$ cat config.mk
export PLATFORM = sky130hd
export DESIGN_NAME = uart_ldev_cfg
export DESIGN_NICKNAME = d
export VERILOG_FILES = /design/src/uart_clk_gen.v /design/src/uart_ldev_cfg.v
export VERILOG_INCLUDE_DIRS = /design/src
export SDC_FILE = /design/constraint.sdc
export NUM_CORES = 1
export LEC_CHECK = 0
export ABC_AREA = 1
export BUFFER_PORTS_ARGS = -buffer_cell sky130_fd_sc_hd__buf_2
export CAP_MARGIN = 20
export CORE_MARGIN = 2
export CORE_UTILIZATION = 54
export CTS_CLUSTER_SIZE = 28
export DETAILED_ROUTE_END_ITERATION = 12
export GPL_TIMING_DRIVEN = 0
export PLACE_DENSITY = 0.78
export SLEW_MARGIN = 5
export SYNTH_ARGS = -nofsm -noshare
export SYNTH_HDL_FRONTEND = slang
export SYNTH_SLANG_ARGS = --single-unit
$ cat constraint.sdc
create_clock -name sys_clk -period 2.8 [get_ports sys_clk]
set_input_delay 0.42 -clock sys_clk [delete_from_list [all_inputs] [get_ports sys_clk]]
set_output_delay 0.42 -clock sys_clk [all_outputs]
set_load 0.02 [all_outputs]
$ cat src/uart_ldev_regs.vh
// Register map constants for the UART logical device configuration bank.
// Included by the bank and its clock generator; definitions only.
`ifndef UART_LDEV_REGS_VH
`define UART_LDEV_REGS_VH

// Register indices; byte address is (bank * 256 + index) * 4
`define IDX_ACTIVATE 8'h30
`define IDX_BASE_HIGH 8'h60
`define IDX_BASE_LOW 8'h61
`define IDX_IRQ_SELECT 8'h70
`define IDX_OPTIONS 8'hf0
// Interrupt block lives in bank 3
`define IDX_INT_STATUS 8'h00
`define IDX_INT_MASK 8'h04
`define BANK_UART_D 2'h0
`define BANK_UART_E 2'h1
`define BANK_UART_F 2'h2
`define BANK_INT 2'h3

// Reset values, per device
`define RST_ACTIVATE 8'h00
`define RST_BASE_HIGH_D 8'h02
`define RST_BASE_LOW_D 8'he0
`define RST_BASE_HIGH_E 8'h03
`define RST_BASE_LOW_E 8'he8
`define RST_BASE_HIGH_F 8'h02
`define RST_BASE_LOW_F 8'he8
`define RST_IRQ_SELECT_D 8'h03
`define RST_IRQ_SELECT_E 8'h04
`define RST_IRQ_SELECT_F 8'h03
`define RST_OPTIONS 8'h00
`define RST_INT_MASK 8'h00

// Field positions
`define ACT_BIT 0
`define OPT_RX_NODELAY_BIT 7
`define OPT_IRQ_PULSE_BIT 6
`define OPT_NEW_FIFO_ERR_BIT 5
`define OPT_CLK_SEL_MSB 1
`define OPT_CLK_SEL_LSB 0
`define IRQ_SEL_MSB 3
`define BASE_HIGH_MSB 3
`define BASE_LOW_ALIGN 3

// Lowest legal base address
`define BASE_MIN 12'h100

// Clock select codes and reference step / modulus for each
`define CLK_DIV13 2'h0
`define CLK_DIV12 2'h1
`define CLK_DIV1 2'h2
`define CLK_DIV1P625 2'h3
`define STEP_UNIT 5'h01
`define STEP_EIGHT 5'h08
`define MOD_13 5'h0d
`define MOD_12 5'h0c
`define MOD_1 5'h01

`endif

$ cat src/uart_clk_gen.v
// Fractional divider turning 24 MHz reference ticks into UART clock ticks.
// Assumes ref_tick is already synchronised to sys_clk, one cycle per edge.
`timescale 1ns/10ps
`default_nettype none
`include "uart_ldev_regs.vh"

module uart_clk_gen
(
   input wire sys_clk,
   input wire reset_n,
   input wire ref_tick,
   input wire [1:0] clk_sel,
   output reg tick_q
);

   reg [4:0] acc_q; // Phase accumulator, below modulus except just after a code switch
   reg [4:0] step; // Added per reference tick
   reg [4:0] modulus; // Wraps the accumulator
   reg [4:0] sum; // Accumulator plus step

   // Step and modulus per select code; 1.625 is done as 8/13
   always @*
   begin
      sum = 5'h00;
      case (clk_sel)
         `CLK_DIV13:
         begin
            step = `STEP_UNIT;
            modulus = `MOD_13;
         end
         `CLK_DIV12:
         begin
            step = `STEP_UNIT;
            modulus = `MOD_12;
         end
         `CLK_DIV1:
         begin
            step = `STEP_UNIT;
            modulus = `MOD_1;
         end
         default:
         begin
            step = `STEP_EIGHT;
            modulus = `MOD_13;
         end
      endcase
      sum = acc_q + step;
   end

   // Tick when the accumulator wraps; jitter of one ref tick on /1.625
   always @(posedge sys_clk)
   begin
      if (!reset_n)
      begin
         acc_q <= 5'h00;
         tick_q <= 1'b0;
      end
      else if (ref_tick)
      begin
         if (sum >= modulus)
         begin
            acc_q <= sum - modulus;
            tick_q <= 1'b1;
         end
         else
         begin
            acc_q <= sum;
            tick_q <= 1'b0;
         end
      end
      else
      begin
         // Switching codes mid-count may leave a large remainder; clear it to zero
         if (acc_q >= modulus)
            acc_q <= 5'h00;
         tick_q <= 1'b0;
      end
   end

endmodule
`default_nettype wire

$ cat src/uart_ldev_cfg.v
// Configuration bank for UART logical devices D, E and F, Wishbone slave.
// Assumes a classic Wishbone master on sys_clk; io_addr and ref_tick are pins.
//
// Overview of operation
// Activate bit zero enables device, resets inactive
// Base address window 100h..FF8h, 8-byte aligned
// Base resets D 02E0h, E 03E8h, F 02E8h
// Irq select bits 3..0 pick line, upper reserved
// Irq select resets D 03h, E 04h, F 03h
// Option bit 6 chooses level or pulse irq
// Option bit 5 chooses original or revised error
// Clock code 00 divides by 13, 01 by 12
// Device D bit 7 clear adds receive delay
// Option register resets zero, bits 4..2 reserved
// Code 10 passes reference, 11 divides 1.625
// High then low byte, low three bits zero
`timescale 1ns/10ps
`default_nettype none
`include "uart_ldev_regs.vh"

module uart_ldev_cfg
#(
   parameter NUM_DEV = 3, // Devices D, E, F
   parameter NUM_OPT = 2 // Devices with an option register: D, E
)
(
   input wire sys_clk,
   input wire reset_n,
   input wire wb_cyc_i,
   input wire wb_stb_i,
   input wire wb_we_i,
   input wire [11:0] wb_adr_i,
   input wire [3:0] wb_sel_i,
   input wire [31:0] wb_dat_i,
   output reg [31:0] wb_dat_o,
   output reg wb_ack_o,
   output reg irq_o,
   input wire [11:0] io_addr,
   input wire io_addr_valid,
   input wire ref_tick,
   input wire [1:0] uart_irq_req,
   input wire [1:0] rx_fifo_err_orig,
   input wire [1:0] rx_fifo_err_new,
   output reg [2:0] dev_active_q,
   output reg [35:0] dev_base_q,
   output reg [11:0] irq_line_q,
   output reg [2:0] io_select_q,
   output reg [1:0] uart_irq_q,
   output reg [1:0] line_status_err_q,
   output reg rx_delay_en_q,
   output wire [1:0] uart_clk_tick_q
);

   // Register storage
   reg [NUM_DEV-1:0] act_q; // Activate bits
   reg [4*NUM_DEV-1:0] base_hi_q; // Base address bits 11..8
   reg [5*NUM_DEV-1:0] base_lo_q; // Base address bits 7..3
   reg [4*NUM_DEV-1:0] irq_sel_q; // Irq line selectors
   reg [5*NUM_OPT-1:0] opt_q; // Options {b7,b6,b5,b1,b0}
   reg [5:0] int_stat_q; // Sticky events
   reg [5:0] int_mask_q; // Event enables
   reg [NUM_DEV-1:0] base_ok_q; // Previous in-range state

   // Pin synchronisers, first stage read only by second
   reg [12:0] io_meta_q;
   reg [12:0] io_sync_q;
   reg ref_meta_q;
   reg ref_sync_q;

   reg [1:0] irq_req_prev_q; // For pulse mode edges

   // Bus decode
   wire [1:0] bank = wb_adr_i[11:10];
   wire [7:0] idx = wb_adr_i[9:2];
   wire bus_req = wb_cyc_i & wb_stb_i;
   // Write commits on the edge where ack is seen high
   wire wr_commit = bus_req & wb_ack_o & wb_we_i & wb_sel_i[0];
   wire rd_commit = bus_req & wb_ack_o & ~wb_we_i;

   // Decode helper used for every register write and the status read
   function hit;
      input [1:0] b;
      input [7:0] i;
      input [1:0] want_b;
      input [7:0] want_i;
      begin
         hit = (b == want_b) && (i == want_i);
      end
   endfunction

   // Reset value of each device's base high byte
   function [7:0] rst_base_hi;
      input integer d;
      begin
         if (d == 0)
            rst_base_hi = `RST_BASE_HIGH_D;
         else if (d == 1)
            rst_base_hi = `RST_BASE_HIGH_E;
         else
            rst_base_hi = `RST_BASE_HIGH_F;
      end
   endfunction

   // Reset value of each device's base low byte
   function [7:0] rst_base_lo;
      input integer d;
      begin
         if (d == 0)
            rst_base_lo = `RST_BASE_LOW_D;
         else if (d == 1)
            rst_base_lo = `RST_BASE_LOW_E;
         else
            rst_base_lo = `RST_BASE_LOW_F;
      end
   endfunction

   // Reset value of each device's irq selector
   function [7:0] rst_irq_sel;
      input integer d;
      begin
         if (d == 1)
            rst_irq_sel = `RST_IRQ_SELECT_E;
         else if (d == 0)
            rst_irq_sel = `RST_IRQ_SELECT_D;
         else
            rst_irq_sel = `RST_IRQ_SELECT_F;
      end
   endfunction

   // Bank code of a device number
   function [1:0] bank_of;
      input integer d;
      begin
         bank_of = d[1:0];
      end
   endfunction

   wire [11:0] base_full [0:NUM_DEV-1]; // Assembled base per device
   wire [NUM_DEV-1:0] base_ok; // In legal window
   wire [NUM_DEV-1:0] act_evt; // Activate bit changed this edge

   // Per-device registers
   genvar g;
   generate
      for (g = 0; g < NUM_DEV; g = g + 1)
      begin : dev
         wire [7:0] rhi = rst_base_hi(g);
         wire [7:0] rlo = rst_base_lo(g);
         wire [7:0] rsel = rst_irq_sel(g);
         wire [7:0] ract = `RST_ACTIVATE; // Full byte; only the activate bit is stored
         wire wr_act = wr_commit & hit(bank, idx, bank_of(g), `IDX_ACTIVATE);
         // High byte first, low byte second, three zero bits below
         assign base_full[g] = {base_hi_q[4*g+3:4*g], base_lo_q[5*g+4:5*g], 3'h0};
         assign base_ok[g] = base_full[g] >= `BASE_MIN;
         assign act_evt[g] = wr_act & (wb_dat_i[`ACT_BIT] != act_q[g]);

         always @(posedge sys_clk)
         begin
            if (!reset_n)
            begin
               act_q[g] <= ract[`ACT_BIT];
               base_hi_q[4*g+3:4*g] <= rhi[`BASE_HIGH_MSB:0];
               base_lo_q[5*g+4:5*g] <= rlo[7:`BASE_LOW_ALIGN];
               irq_sel_q[4*g+3:4*g] <= rsel[`IRQ_SEL_MSB:0];
            end
            else
            begin
               // Activate bit
               if (wr_act)
                  act_q[g] <= wb_dat_i[`ACT_BIT];
               // Base high byte; upper nibble has no storage
               if (wr_commit & hit(bank, idx, bank_of(g), `IDX_BASE_HIGH))
                  base_hi_q[4*g+3:4*g] <= wb_dat_i[`BASE_HIGH_MSB:0];
               // Base low byte; alignment bits dropped
               if (wr_commit & hit(bank, idx, bank_of(g), `IDX_BASE_LOW))
                  base_lo_q[5*g+4:5*g] <= wb_dat_i[7:`BASE_LOW_ALIGN];
               // Irq line selector
               if (wr_commit & hit(bank, idx, bank_of(g), `IDX_IRQ_SELECT))
                  irq_sel_q[4*g+3:4*g] <= wb_dat_i[`IRQ_SEL_MSB:0];
            end
         end
      end
   endgenerate

   // Option registers for D and E
   generate
      for (g = 0; g < NUM_OPT; g = g + 1)
      begin : opt
         wire [7:0] ropt = `RST_OPTIONS; // Reserved bits 4..2 have no storage
         always @(posedge sys_clk)
         begin
            if (!reset_n)
               opt_q[5*g+4:5*g] <= {ropt[7:5], ropt[1:0]};
            else if (wr_commit & hit(bank, idx, bank_of(g), `IDX_OPTIONS))
            begin
               // Bit 7 stored on E too but never read there
               opt_q[5*g+4:5*g] <= {wb_dat_i[`OPT_RX_NODELAY_BIT], wb_dat_i[`OPT_IRQ_PULSE_BIT],
                  wb_dat_i[`OPT_NEW_FIFO_ERR_BIT], wb_dat_i[`OPT_CLK_SEL_MSB:`OPT_CLK_SEL_LSB]};
            end
         end

         // UART clock divider of the reference
         uart_clk_gen u_clk
         (
            .sys_clk(sys_clk),
            .reset_n(reset_n),
            .ref_tick(ref_sync_q),
            .clk_sel(opt_q[5*g+1:5*g]),
            .tick_q(uart_clk_tick_q[g])
         );

         // Irq style and fifo error source
         always @(posedge sys_clk)
         begin
            if (!reset_n)
            begin
               uart_irq_q[g] <= 1'b0;
               line_status_err_q[g] <= 1'b0;
            end
            else
            begin
               // Pulse mode gives one cycle per rising request
               if (opt_q[5*g+3])
                  uart_irq_q[g] <= uart_irq_req[g] & ~irq_req_prev_q[g];
               else
                  uart_irq_q[g] <= uart_irq_req[g];
               // Revised indicator replaces the original in bit 7
               line_status_err_q[g] <= opt_q[5*g+2] ? rx_fifo_err_new[g] : rx_fifo_err_orig[g];
            end
         end
      end
   endgenerate

   // Read data mux; reserved bits read as zero
   reg [7:0] rd_byte;
   always @*
   begin
      rd_byte = 8'h00;
      case (bank)
         `BANK_UART_D, `BANK_UART_E, `BANK_UART_F:
         begin
            if (idx == `IDX_ACTIVATE)
               rd_byte = {7'h00, act_q[bank]};
            else if (idx == `IDX_BASE_HIGH)
               rd_byte = {4'h0, base_hi_q[4*bank +: 4]};
            else if (idx == `IDX_BASE_LOW)
               rd_byte = {base_lo_q[5*bank +: 5], 3'h0};
            else if (idx == `IDX_IRQ_SELECT)
               rd_byte = {4'h0, irq_sel_q[4*bank +: 4]};
            else if (idx == `IDX_OPTIONS && bank == `BANK_UART_D)
               rd_byte = {opt_q[4:3], opt_q[2], 3'h0, opt_q[1:0]};
            else if (idx == `IDX_OPTIONS && bank == `BANK_UART_E)
               rd_byte = {1'b0, opt_q[8], opt_q[7], 3'h0, opt_q[6:5]};
            else
               rd_byte = 8'h00;
         end
         default:
         begin
            if (idx == `IDX_INT_STATUS)
               rd_byte = {2'h0, int_stat_q};
            else if (idx == `IDX_INT_MASK)
               rd_byte = {2'h0, int_mask_q};
            else
               rd_byte = 8'h00;
         end
      endcase
   end

   // Slave answer: ack one cycle after the request, dropped after one cycle
   always @(posedge sys_clk)
   begin
      if (!reset_n)
      begin
         wb_ack_o <= 1'b0;
         wb_dat_o <= 32'h00000000;
      end
      else
      begin
         wb_ack_o <= bus_req & ~wb_ack_o;
         // Unmapped addresses answer with zero, writes there are dropped
         if (bus_req & ~wb_ack_o)
            wb_dat_o <= {24'h000000, rd_byte};
      end
   end

   // Pin synchronisers
   always @(posedge sys_clk)
   begin
      if (!reset_n)
      begin
         io_meta_q <= 13'h0000;
         io_sync_q <= 13'h0000;
         ref_meta_q <= 1'b0;
         ref_sync_q <= 1'b0;
         irq_req_prev_q <= 2'h0;
      end
      else
      begin
         io_meta_q <= {io_addr_valid, io_addr};
         io_sync_q <= io_meta_q;
         ref_meta_q <= ref_tick;
         ref_sync_q <= ref_meta_q;
         irq_req_prev_q <= uart_irq_req;
      end
   end

   // Configuration outputs and host address decode
   integer d;
   always @(posedge sys_clk)
   begin
      if (!reset_n)
      begin
         dev_active_q <= 3'h0;
         dev_base_q <= 36'h000000000;
         irq_line_q <= 12'h000;
         io_select_q <= 3'h0;
         rx_delay_en_q <= 1'b0;
         base_ok_q <= {NUM_DEV{1'b1}};
      end
      else
      begin
         for (d = 0; d < NUM_DEV; d = d + 1)
         begin
            dev_active_q[d] <= act_q[d];
            dev_base_q[12*d +: 12] <= base_full[d];
            irq_line_q[4*d +: 4] <= irq_sel_q[4*d +: 4];
            // Inactive or out-of-window devices claim nothing; 8-byte window
            io_select_q[d] <= io_sync_q[12] & act_q[d] & base_ok[d]
               & (io_sync_q[11:3] == base_full[d][11:3]);
         end
         base_ok_q <= base_ok;
         // Delay is inserted while bit 7 is clear
         rx_delay_en_q <= ~opt_q[4];
      end
   end

   // Events: bits 2..0 activate change, bits 5..3 base left the window
   wire [5:0] int_set = {base_ok_q & ~base_ok, act_evt};
   wire stat_rd = rd_commit & hit(bank, idx, `BANK_INT, `IDX_INT_STATUS);

   // Sticky status, read clears, a new event wins over the clear
   always @(posedge sys_clk)
   begin
      if (!reset_n)
      begin
         int_stat_q <= 6'h00;
         int_mask_q <= 6'h00;
         irq_o <= 1'b0;
      end
      else
      begin
         int_stat_q <= (stat_rd ? 6'h00 : int_stat_q) | int_set;
         if (wr_commit & hit(bank, idx, `BANK_INT, `IDX_INT_MASK))
            int_mask_q <= wb_dat_i[5:0];
         irq_o <= |(int_stat_q & int_mask_q);
      end
   end

endmodule
`default_nettype wire

# Word level (Yosys, flattened, before mapping)
# Cells that the tools add are included.
# Widths: inputs -> output; s select.
[totals] regBits=177 latch_bits=0 mem_bits_rw=0 rom_bits=0 inputBits=73 output_inout_bits=95 elab_cells=174 mem_count=0
[op_classes] add_sub_neg=4 multipliers=1 div=0 order_cmp=8 eq_ne=19 shifts=3 n_mux=28 bitwise=45 n_reduce_logical=27
[op_table] cell="$mux 8" n=6
[op_table] cell="$and 1x1->1" n=36
[op_table] cell="$ge 12x9->1 const B" n=3
[op_table] cell="$mux 5" n=6
[op_table] cell="$eq 9x9->1" n=3
[op_table] cell="$eq 8x7->1 const B" n=3
[op_table] cell="$shiftx 12x5->4" n=2
[op_table] cell="$ge 5x4->1" n=4
[op_table] cell="$mux 6" n=3
[op_table] cell="$logic_and 1x1->1" n=16
[op_table] cell="$pmux 4 s2" n=2
[op_table] cell="$shiftx 15x6->5" n=1
[op_table] cell="$add 5x4->5" n=2
[op_table] cell="$sub 5x4->5" n=2
[op_table] cell="$reduce_or 3->1" n=3
[op_table] cell="$eq 2x2->1 const B" n=4
[op_table] cell="$eq 8x3->1 const B" n=1
[op_table] cell="$eq 8x6->1 const B" n=1
[op_table] cell="$eq 8x8->1 const B" n=1
[op_table] cell="$logic_not 8->1" n=1
[op_table] cell="$mux 4" n=2
[op_table] cell="$mux 1" n=7
[op_table] cell="$mux 7" n=1
[op_table] cell="$and 6x6->6" n=1
[op_table] cell="13 further kinds" n=24

# Longest topological paths before layout
# Gate-level depths: netlist of the first run.
[logic_depth] word_depth=9 depth_mapped=13 depth_no_buf=13

# By module
# A second synthesis of the first run with hierarchy kept.
[hier_totals] hier_cells=922 area_unflattened_um2=7159.4
[modules_own_cells] module="uart_ldev_cfg" instances=1 cells_each=758 area_per_inst_um2=5975.7 seq_area_each_um2=3002.9
[modules_own_cells] module="uart_clk_gen" instances=2 cells_each=82 area_per_inst_um2=591.8 seq_area_each_um2=120.1

# Worst setup path before layout of the first run
# Ideal clock, no wire load.
[synth_timing] kind="reg2reg" start="register opt_q[5]" end="register opt[1].u_clk.acc_q[2]" setup_time_ns=0.120 t_arrival_ns=2.012 required_time_ns=2.680 slack_ns=0.668 stages_incl_launch_ff=10 path_buffers=0 period_less_slack_ns=2.132 path_cell_list="dfxtp_1 > nand2_1 > ha_1 > ha_1 > xor2_1 > ha_1 > a41oi_1 > nand3_2 > o211ai_1 > nand2_1"
[synth_via] elab_chain_cells=7 word_cells_on_any_way=13 cone_classes="add/sub: 2; order compare: 2; eq/ne: 2; mux: 4; reduce/logical: 3"
[synth_lines] item="from (decl)" line="uart_ldev_cfg.v:59" source="reg [5*NUM_OPT-1:0] opt_q;"
[synth_lines] item="from (signal, indexed assignment)" line="uart_ldev_cfg.v:193" source="opt_q[5*g+4:5*g] <= {ropt[7:5], ropt[1:0]};"
[synth_lines] item="from (signal, indexed assignment)" line="uart_ldev_cfg.v:197" source="opt_q[5*g+4:5*g] <= {wb_dat_i[`OPT_RX_NODELAY_BIT], wb_dat_i[`OPT_IRQ_PULSE_BIT],"
[synth_lines] item="$eq 2x1->1, or another cell as far along" line="uart_clk_gen.v:25" source="case (clk_sel)"
[synth_lines] item="$reduce_or 3->1 (no source line)"
[synth_lines] item="$mux 4" line="uart_clk_gen.v:25"
[synth_lines] item="$add 5x4->5" line="uart_clk_gen.v:47" source="sum = acc_q + step;"
[synth_lines] item="$sub 5x4->5 or $ge 5x4->1 (tied branches)" line="uart_clk_gen.v:62, uart_clk_gen.v:60"
[synth_lines] item="$mux 5" line="uart_clk_gen.v:60" source="if (sum >= modulus)"
[synth_lines] item="$mux 5" line="uart_clk_gen.v:58" source="else if (ref_tick)"
[synth_lines] item="to (signal assigned)" line="uart_clk_gen.v:62" source="acc_q <= sum - modulus;"
[synth_lines] item="to (signal assigned)" line="uart_clk_gen.v:67" source="acc_q <= sum;"
[synth_lines] item="to (decl)" line="uart_clk_gen.v:16" source="reg [4:0] acc_q;"
# Parallel ways exist; a longest one is shown, timed or not.
# A chain may end at the register's enable or synchronous reset.

# Worst setup path after layout of the first run
# Ends and elaborated chain as after synthesis.

==> results.md, run 1 <==
- Status: completed
- Total gr overflow: 0
- Post-Syn Area per Cell: between 7 and 8 um^2
- Cts hold-fix bufs: 0
- Count leader, synth: nand2_1
- Ys async rst share: 0%
- Pwr per Cell Area: just under 600 mW/mm^2
- Worst Tran Pin Value: around 0.84 ns
- Clk sink count: between 150 and 200
- Final Max Tran Viols: 0
- WHS: 0.172 ns
- Fin cells: approximately 1300
- Post-layout min period: 2.45 ns
- Top post-synthesis cells by area: dfxtp_1 (45%), nand2_1 (10%), inv_1 (6.8%)
- TritonCTS Buffers: 17
- Most common cell on crit path: ha_1
- Critical path launch point type: flip-flop
- Initial antenna violation count: 0
- Synth Area in Simple Gates: 20.9%
- Initial core utilization: between 50% and 60%
- Vias in the first global route: a little over 6000
- Slew HR: between 40% and 50%
- Dpl ws: between 0.3 and 0.4 ns
- Fin area: ~0.0086 mm^2
- Most used DFF post-synth: dfxtp_1
- Yosys reg bits: ~160
- Synth top area share: between 40 and 50%
- Adder-cell share of the synthesized area: ~3.3%
- Post-DP HPWL: about 14000 um
- Crit-path max FO: 9
- Worst-Skew Late Latency: between 0.4 and 0.5 ns
- Fraction of layout cells with a size suffix above 1: between 20% and 30%
- Period utilisation layout: between 80% and 90%
- Setup bufs post-CTS: 0
- Maximum clock rate: a little over 400 MHz
- Routability Congestion: 0.947
- Number of synthesized flops with an enable pin: 0
- Die width: 120 um
- H-tree levels: 4
- Setup CP Type: flip-flop to flip-flop
- All-Layer GR Usage: between 20% and 30%
- Core ar.: between 0.01 and 0.015 mm^2
- Routed vias: ~6400
- Wire per inst: between 10 and 15 um
- First-pass GRT wire length: approximately 29000 um
- Fin. Hold Viols: 0
- Nets@finish: approximately 1200
- Fin Clk Skew: just over 0.006 ns
- Slowest cell on crit path: dfxtp_1
- Pin count of the biggest net entering global routing: 18
- Main combinational cell family by area after synthesis: simple AND/OR/NAND/NOR gates
- Post-CTS Resized: 0
- Synthesis Warnings: 0
- Synth-to-layout area growth: 19.5%
- Gate Count Post-Synth: slightly above 900
- Peak supply drop: 0.000472 V
- Leak pwr: 4.48 nW
- Post-DRT Antenna Nets: 0
- Die height: about 120 um
- Remaining routing DRC violations: 0
- DP Cell Count: between 1000 and 1500
- Max Cap Violations: 0
- Cell Area, Synth: 0.00723 mm^2
- Core Util, Final: 65.8%
- Maximum clock insertion buffer count: 2
- Mux contribution to synthesized area: 0%
- Drt initial violations: 476
- Sum Neg Setup Slack: 0 ns
- Data arrival time of the critical path: 2.76 ns
- Die outline area: around 0.014 mm^2
- Post-synthesis sequential area ratio: between 40 and 50%
- Filler instances: roughly 1200
- Placed inst area: 0.00807 mm^2
- Drt pass-1 iters: 5
- Post-Synth XOR/XNOR Area: under 10%
- Vias per std cell: slightly above 5
- CP cell instances: nand2_1 -> ha_1 -> ha_1 -> xor2_1 -> ha_1 -> a41oi_1 -> nand3_2 -> o211ai_1 -> nand2_1
- CP endpoint kind: flip-flop
- RSZ-0062 raised after global routing: no
- # IOs: between 150 and 200
- Cell taking the most area after synthesis: dfxtp_1
- Final WL: 18300 um
- CTS tree: yes
- Final WS setup: 0.346 ns
- I/O Buffers: 100
- Synth top cells by count: nand2_1 (193), dfxtp_1 (162), inv_1 (130)
- Yosys cell types: 45
- Max stage delay on crit path: about 0.42 ns
- Worst hold path type: input pin to flip-flop
- Crit path required time: between 3 and 4 ns
- Pwr Total: roughly 5 mW
- Clock root buffer: clkbuf_16
- Antenna diodes: 0
- Setup violators final: 0
- Reg clk slew, reported paths: 0.07 ns
- Site Rows: 42
- Post-synthesis compound-gate area fraction: 14.6%
-- power by group --
part | internal [mW] | switching (mW)
logic | 0.124 | 0.259
registers | 2.35 | 0.0186
clock network | 1.21 | 1.03
-- layout by cell type, fill, tap and decap left out, types with 19 or more instances in the layout --
| cell type | Yosys | final |
|---|---|---|
| o21ai_1 | 27 | 27 |
| nand3_1 | 29 | 29 |
| inv_1 | 130 | 130 |
| buf_2 | 1 | 101 |
| nand2_1 | 193 | 193 |
| xnor2_1 | 20 | 20 |
| a21oi_1 | 62 | 62 |
| buf_4 | 36 | 36 |
| ha_1 | 19 | 19 |
| conb_1 | 1 | 33 |
| o211ai_1 | 23 | 23 |
| dfxtp_1 | 162 | 162 |
| o21ai_0 | 37 | 37 |
| nor2_1 | 35 | 35 |
-- metal layers --
| metal | GRT usage, % | up-vias | wire [um] |
|---|---|---|---|
| met5 | 0 | - | 0 |
| met4 | 12.9 | 0 | 573 |
| met3 | 6.61 | 44 | 1530 |
| met2 | 42.5 | 281 | 8600 |
| met1 | 32.2 | 2911 | 7630 |
| li1 | - | 3202 | - |
-- cells by family after synthesis --
| kind of cell | after synthesis |
|---|---|
| AND/OR/NAND/NOR | 316 |
| buffers and inverters | 204 |
| AO/OA/AOI/OAI | 183 |
| flip-flops | 162 |
| XOR/XNOR | 31 |
| adder cells (fa/ha/maj) | 19 |
| other | 1 |
-- final cells by class --
cell class,instances,area [um^2],area share [%]
Sequential cell,162,3240,37.5
Multi-Input combinational cell,582,3190,37.0
Inverter,150,563,6.52
Timing Repair Buffer,100,500,5.79
Clock buffer,18,439,5.08
Buffer,54,347,4.01
Tap cell,176,220,2.55
Clock inverter,14,133,1.54
-- path summary, 6_finish.rpt --
path,startpoint,cells after the start,to,slack [ns]
hold reg to reg,irq_req_prev_q[1],1,uart_irq_q[1],0.41
setup reg to reg,opt_q[5],9,opt[1].u_clk.acc_q[2],0.35
setup / recovery,opt_q[5],9,opt[1].u_clk.acc_q[2],0.35
hold / removal,io_addr[7],3,io_meta_q[7],0.17
-- state kept, by name, summed over array words and instances, names as in the netlist, 6 cells and up --
signal / cells
base_full: 27
irq_line_q: 12
wb_dat_o: 8
opt_q: 9
io_sync_q: 10
int_mask_q: 6
int_stat_q: 6
opt.u_clk.acc_q: 10
io_meta_q: 10
irq_sel_q: 12
dev_base_q: 27
-- critical path, delay by kind of cell (launching register included) --
family                   cells  cell delay, ns
flip-flops                   1            0.42
AND/OR/NAND/NOR              3            0.40
XOR/XNOR                     1            0.16
AO/OA/AOI/OAI                2            0.57
adder cells (fa/ha/maj)      3            0.78
(Power assumes the default switching activity.)
==> run 2, diff against run 1 <==
CORE_MARGIN = 5   (was 2)
REMOVE_ABC_BUFFERS = 1   (was unset)
==> run 2 against run 1 <==
Compared with the run above: sequential share of layout area increased by 1.2 points; final cell count is 4.1% lower; largest cell class unchanged; critical endpoint is now opt[0].u_clk.acc_q[1]; critical path depth increased by 3; fmax is 1.7% lower; sequential power hardly changed; flip-flop and latch count unchanged; via count down 5.2%; first-iteration DRC count fell by 2.1%; clock power grew 9%.
==> results.md, run 2 (synthesized netlist as in run 1, its figures left out) <==
- Setup crit start: opt_q[0]
- Die width: around 130 um
- H-tree levels: 4
- Synth-to-layout area growth: 16.0%
- Worst r2r path cells: 12
- Critical path launch point type: flip-flop
- Core ar.: around 0.013 mm^2
- Placed inst area: 0.00776 mm^2
- RSZ-0062 raised after global routing: no
- Final WS setup: a little over 0.3 ns
- Initial core utilization: between 50% and 60%
- Remaining routing DRC violations: 0
- TritonCTS Buffers: 17
- Slew HR: 47.6%
- Crit-path max FO: 6
- Most common cell after layout, fill and taps aside: nand2_1
- Cts hold-fix bufs: 0
- Vias in the first global route: 5760
- Wire per inst: 14.5 um
- Leading cell types in the layout, fill and taps excluded: nand2_1 (193), dfxtp_1 (162), inv_1 (130), buf_2 (101), a21oi_1 (62)
- Pin count of the biggest net entering global routing: 88
- Most common cell on crit path: nand2_1
- Fin area: between 0.008 and 0.009 mm^2
- Final WL: about 17000 um
- Initial antenna violation count: 1
- Worst reg-to-reg setup slack: 0.30 ns
- # IOs: between 150 and 200
- Peak supply drop: just over 0.0004 V
- Die outline area: between 0.015 and 0.02 mm^2
- I/O Buffers: 102
- Max Cap Violations: 0
- Post-DRT Antenna Nets: 0
- Antenna diodes: 0
- Data arrival time of the critical path: 2.84 ns
- Worst-Skew Late Latency: approximately 0.44 ns
- Maximum clock insertion buffer count: 2
- Post-CTS Resized: 0
- Launching point of the worst reg2reg path: opt_q[0]
- Routability Congestion: 0.943
- Worst Tran Pin Value: between 0.7 and 0.8 ns
- Crit path required time: roughly 3.1 ns
- Setup CP Type: flip-flop to flip-flop
- Core Util, Final: a little under two thirds
- Die height: between 100 and 150 um
- Leak pwr: 4.30 nW
- Fin Clk Skew: slightly below 0.008 ns
- All-Layer GR Usage: roughly 22%
- Setup violators final: 0
- Nets@finish: 1108
- Period utilisation layout: about nine tenths
- Site Rows: between 40 and 50
- Met2 WL post-DR: 8140 um
- Slowest cell on crit path: dfxtp_1
- Pwr per Cell Area: ~610 mW/mm^2
- Drt initial violations: 466
- Status: completed
- Drt pass-1 iters: 5
- Max stage delay on crit path: ~0.44 ns
- Fraction of layout cells with a size suffix above 1: a little under a fifth
- Cell family with most CP delay: simple AND/OR/NAND/NOR gates
- Clk sink count: approximately 160
- Reg clk slew, reported paths: roughly 0.070 ns
- Total routed wire length on the met1 layer: approximately 7300 um
- RR Endpoint: opt[0].u_clk.acc_q[1]
- CP Buf/Inv Count: 0
- Fin. Hold Viols: 0
- Final Max Tran Viols: 0
- Setup crit end: opt[0].u_clk.acc_q[1]
- Cell depth of the worst setup path: 12
- Post-DP HPWL: 12700 um
- Routed vias: about 6000
- Met3 WL: around 1400 um
- Total gr overflow: 0
- CP cell instances: nand2_1 -> ha_1 -> ha_1 -> xor2_1 -> ha_1 -> nand4_1 -> nand2_1 -> nor2_2 -> nand2_1 -> nand2_1 -> nand3_1 -> a21oi_1
- CP endpoint kind: flip-flop
- Vias per std cell: between 5 and 6
- Filler instances: between 1000 and 1500
- Setup bufs post-CTS: 0
- Highest metal used: met5
- CTS tree: yes
- First-pass GRT wire length: about 28000 um
- Worst hold path type: input pin to flip-flop
- Clock root buffer: clkbuf_16
- Maximum clock rate: about 400 MHz
- Dpl ws: a little over 0.4 ns
- Post-layout min period: 2.50 ns
==> run 2: worst min path at each step <==
stage                                  from             to  slack [ns]  depth (start not counted)
after floorplan           irq_req_prev_q[0]  uart_irq_q[0]        0.39                          1
after global placement    irq_req_prev_q[1]  uart_irq_q[1]        0.39                          1
after detailed placement       io_meta_q[8]   io_sync_q[8]        0.40                          2
after CTS                        io_addr[5]   io_meta_q[5]        0.14                          3
after global routing             io_addr[5]   io_meta_q[5]        0.15                          3
final                            io_addr[5]   io_meta_q[5]        0.16                          3
==> run 2: layer usage <==
| metal | vias up | GRT usage (%) |
|---|---|---|
| li1 | 3090 | - |
| met1 | 2730 | 27.8 |
| met2 | 231 | 36.2 |
| met3 | 48 | 6.69 |
| met4 | 2 | 8.48 |
| met5 | - | 0 |
==> run 2: metrics by stage <==
stage               hold WS (ns)  TNS [ns]  total power, mW  instances
floorplan                  0.386         0             2.61        894
global placement           0.391    -23.60             2.74       1172
detailed placement         0.395         0             2.74       1173
CTS                        0.140         0             5.14       1205
global route               0.146         0             5.28       1205
finish                     0.160         0             5.11       1205
==> run 2: layout make-up <==
type	count	area, um^2	share of cell area [%]
Timing Repair Buffer	103	541	6.45
Inverter	150	563	6.72
Tap cell	176	220	2.63
Sequential cell	162	3240	38.7
Multi-Input combinational cell	582	3190	38.1
Clock buffer	18	439	5.24
Clock inverter	14	180	2.15
==> run 2: worst min-delay path, stage by stage <==
cell and delay [ns]:
buf_2 0.07, nand2_1 0.04, inv_1 0.04
==> run 2: power breakdown <==
group,switching (mW),internal [mW]
Sequential,0.0187,2.35
Clock,1.03,1.38
Combinational,0.237,0.0927
Total,1.29,3.82
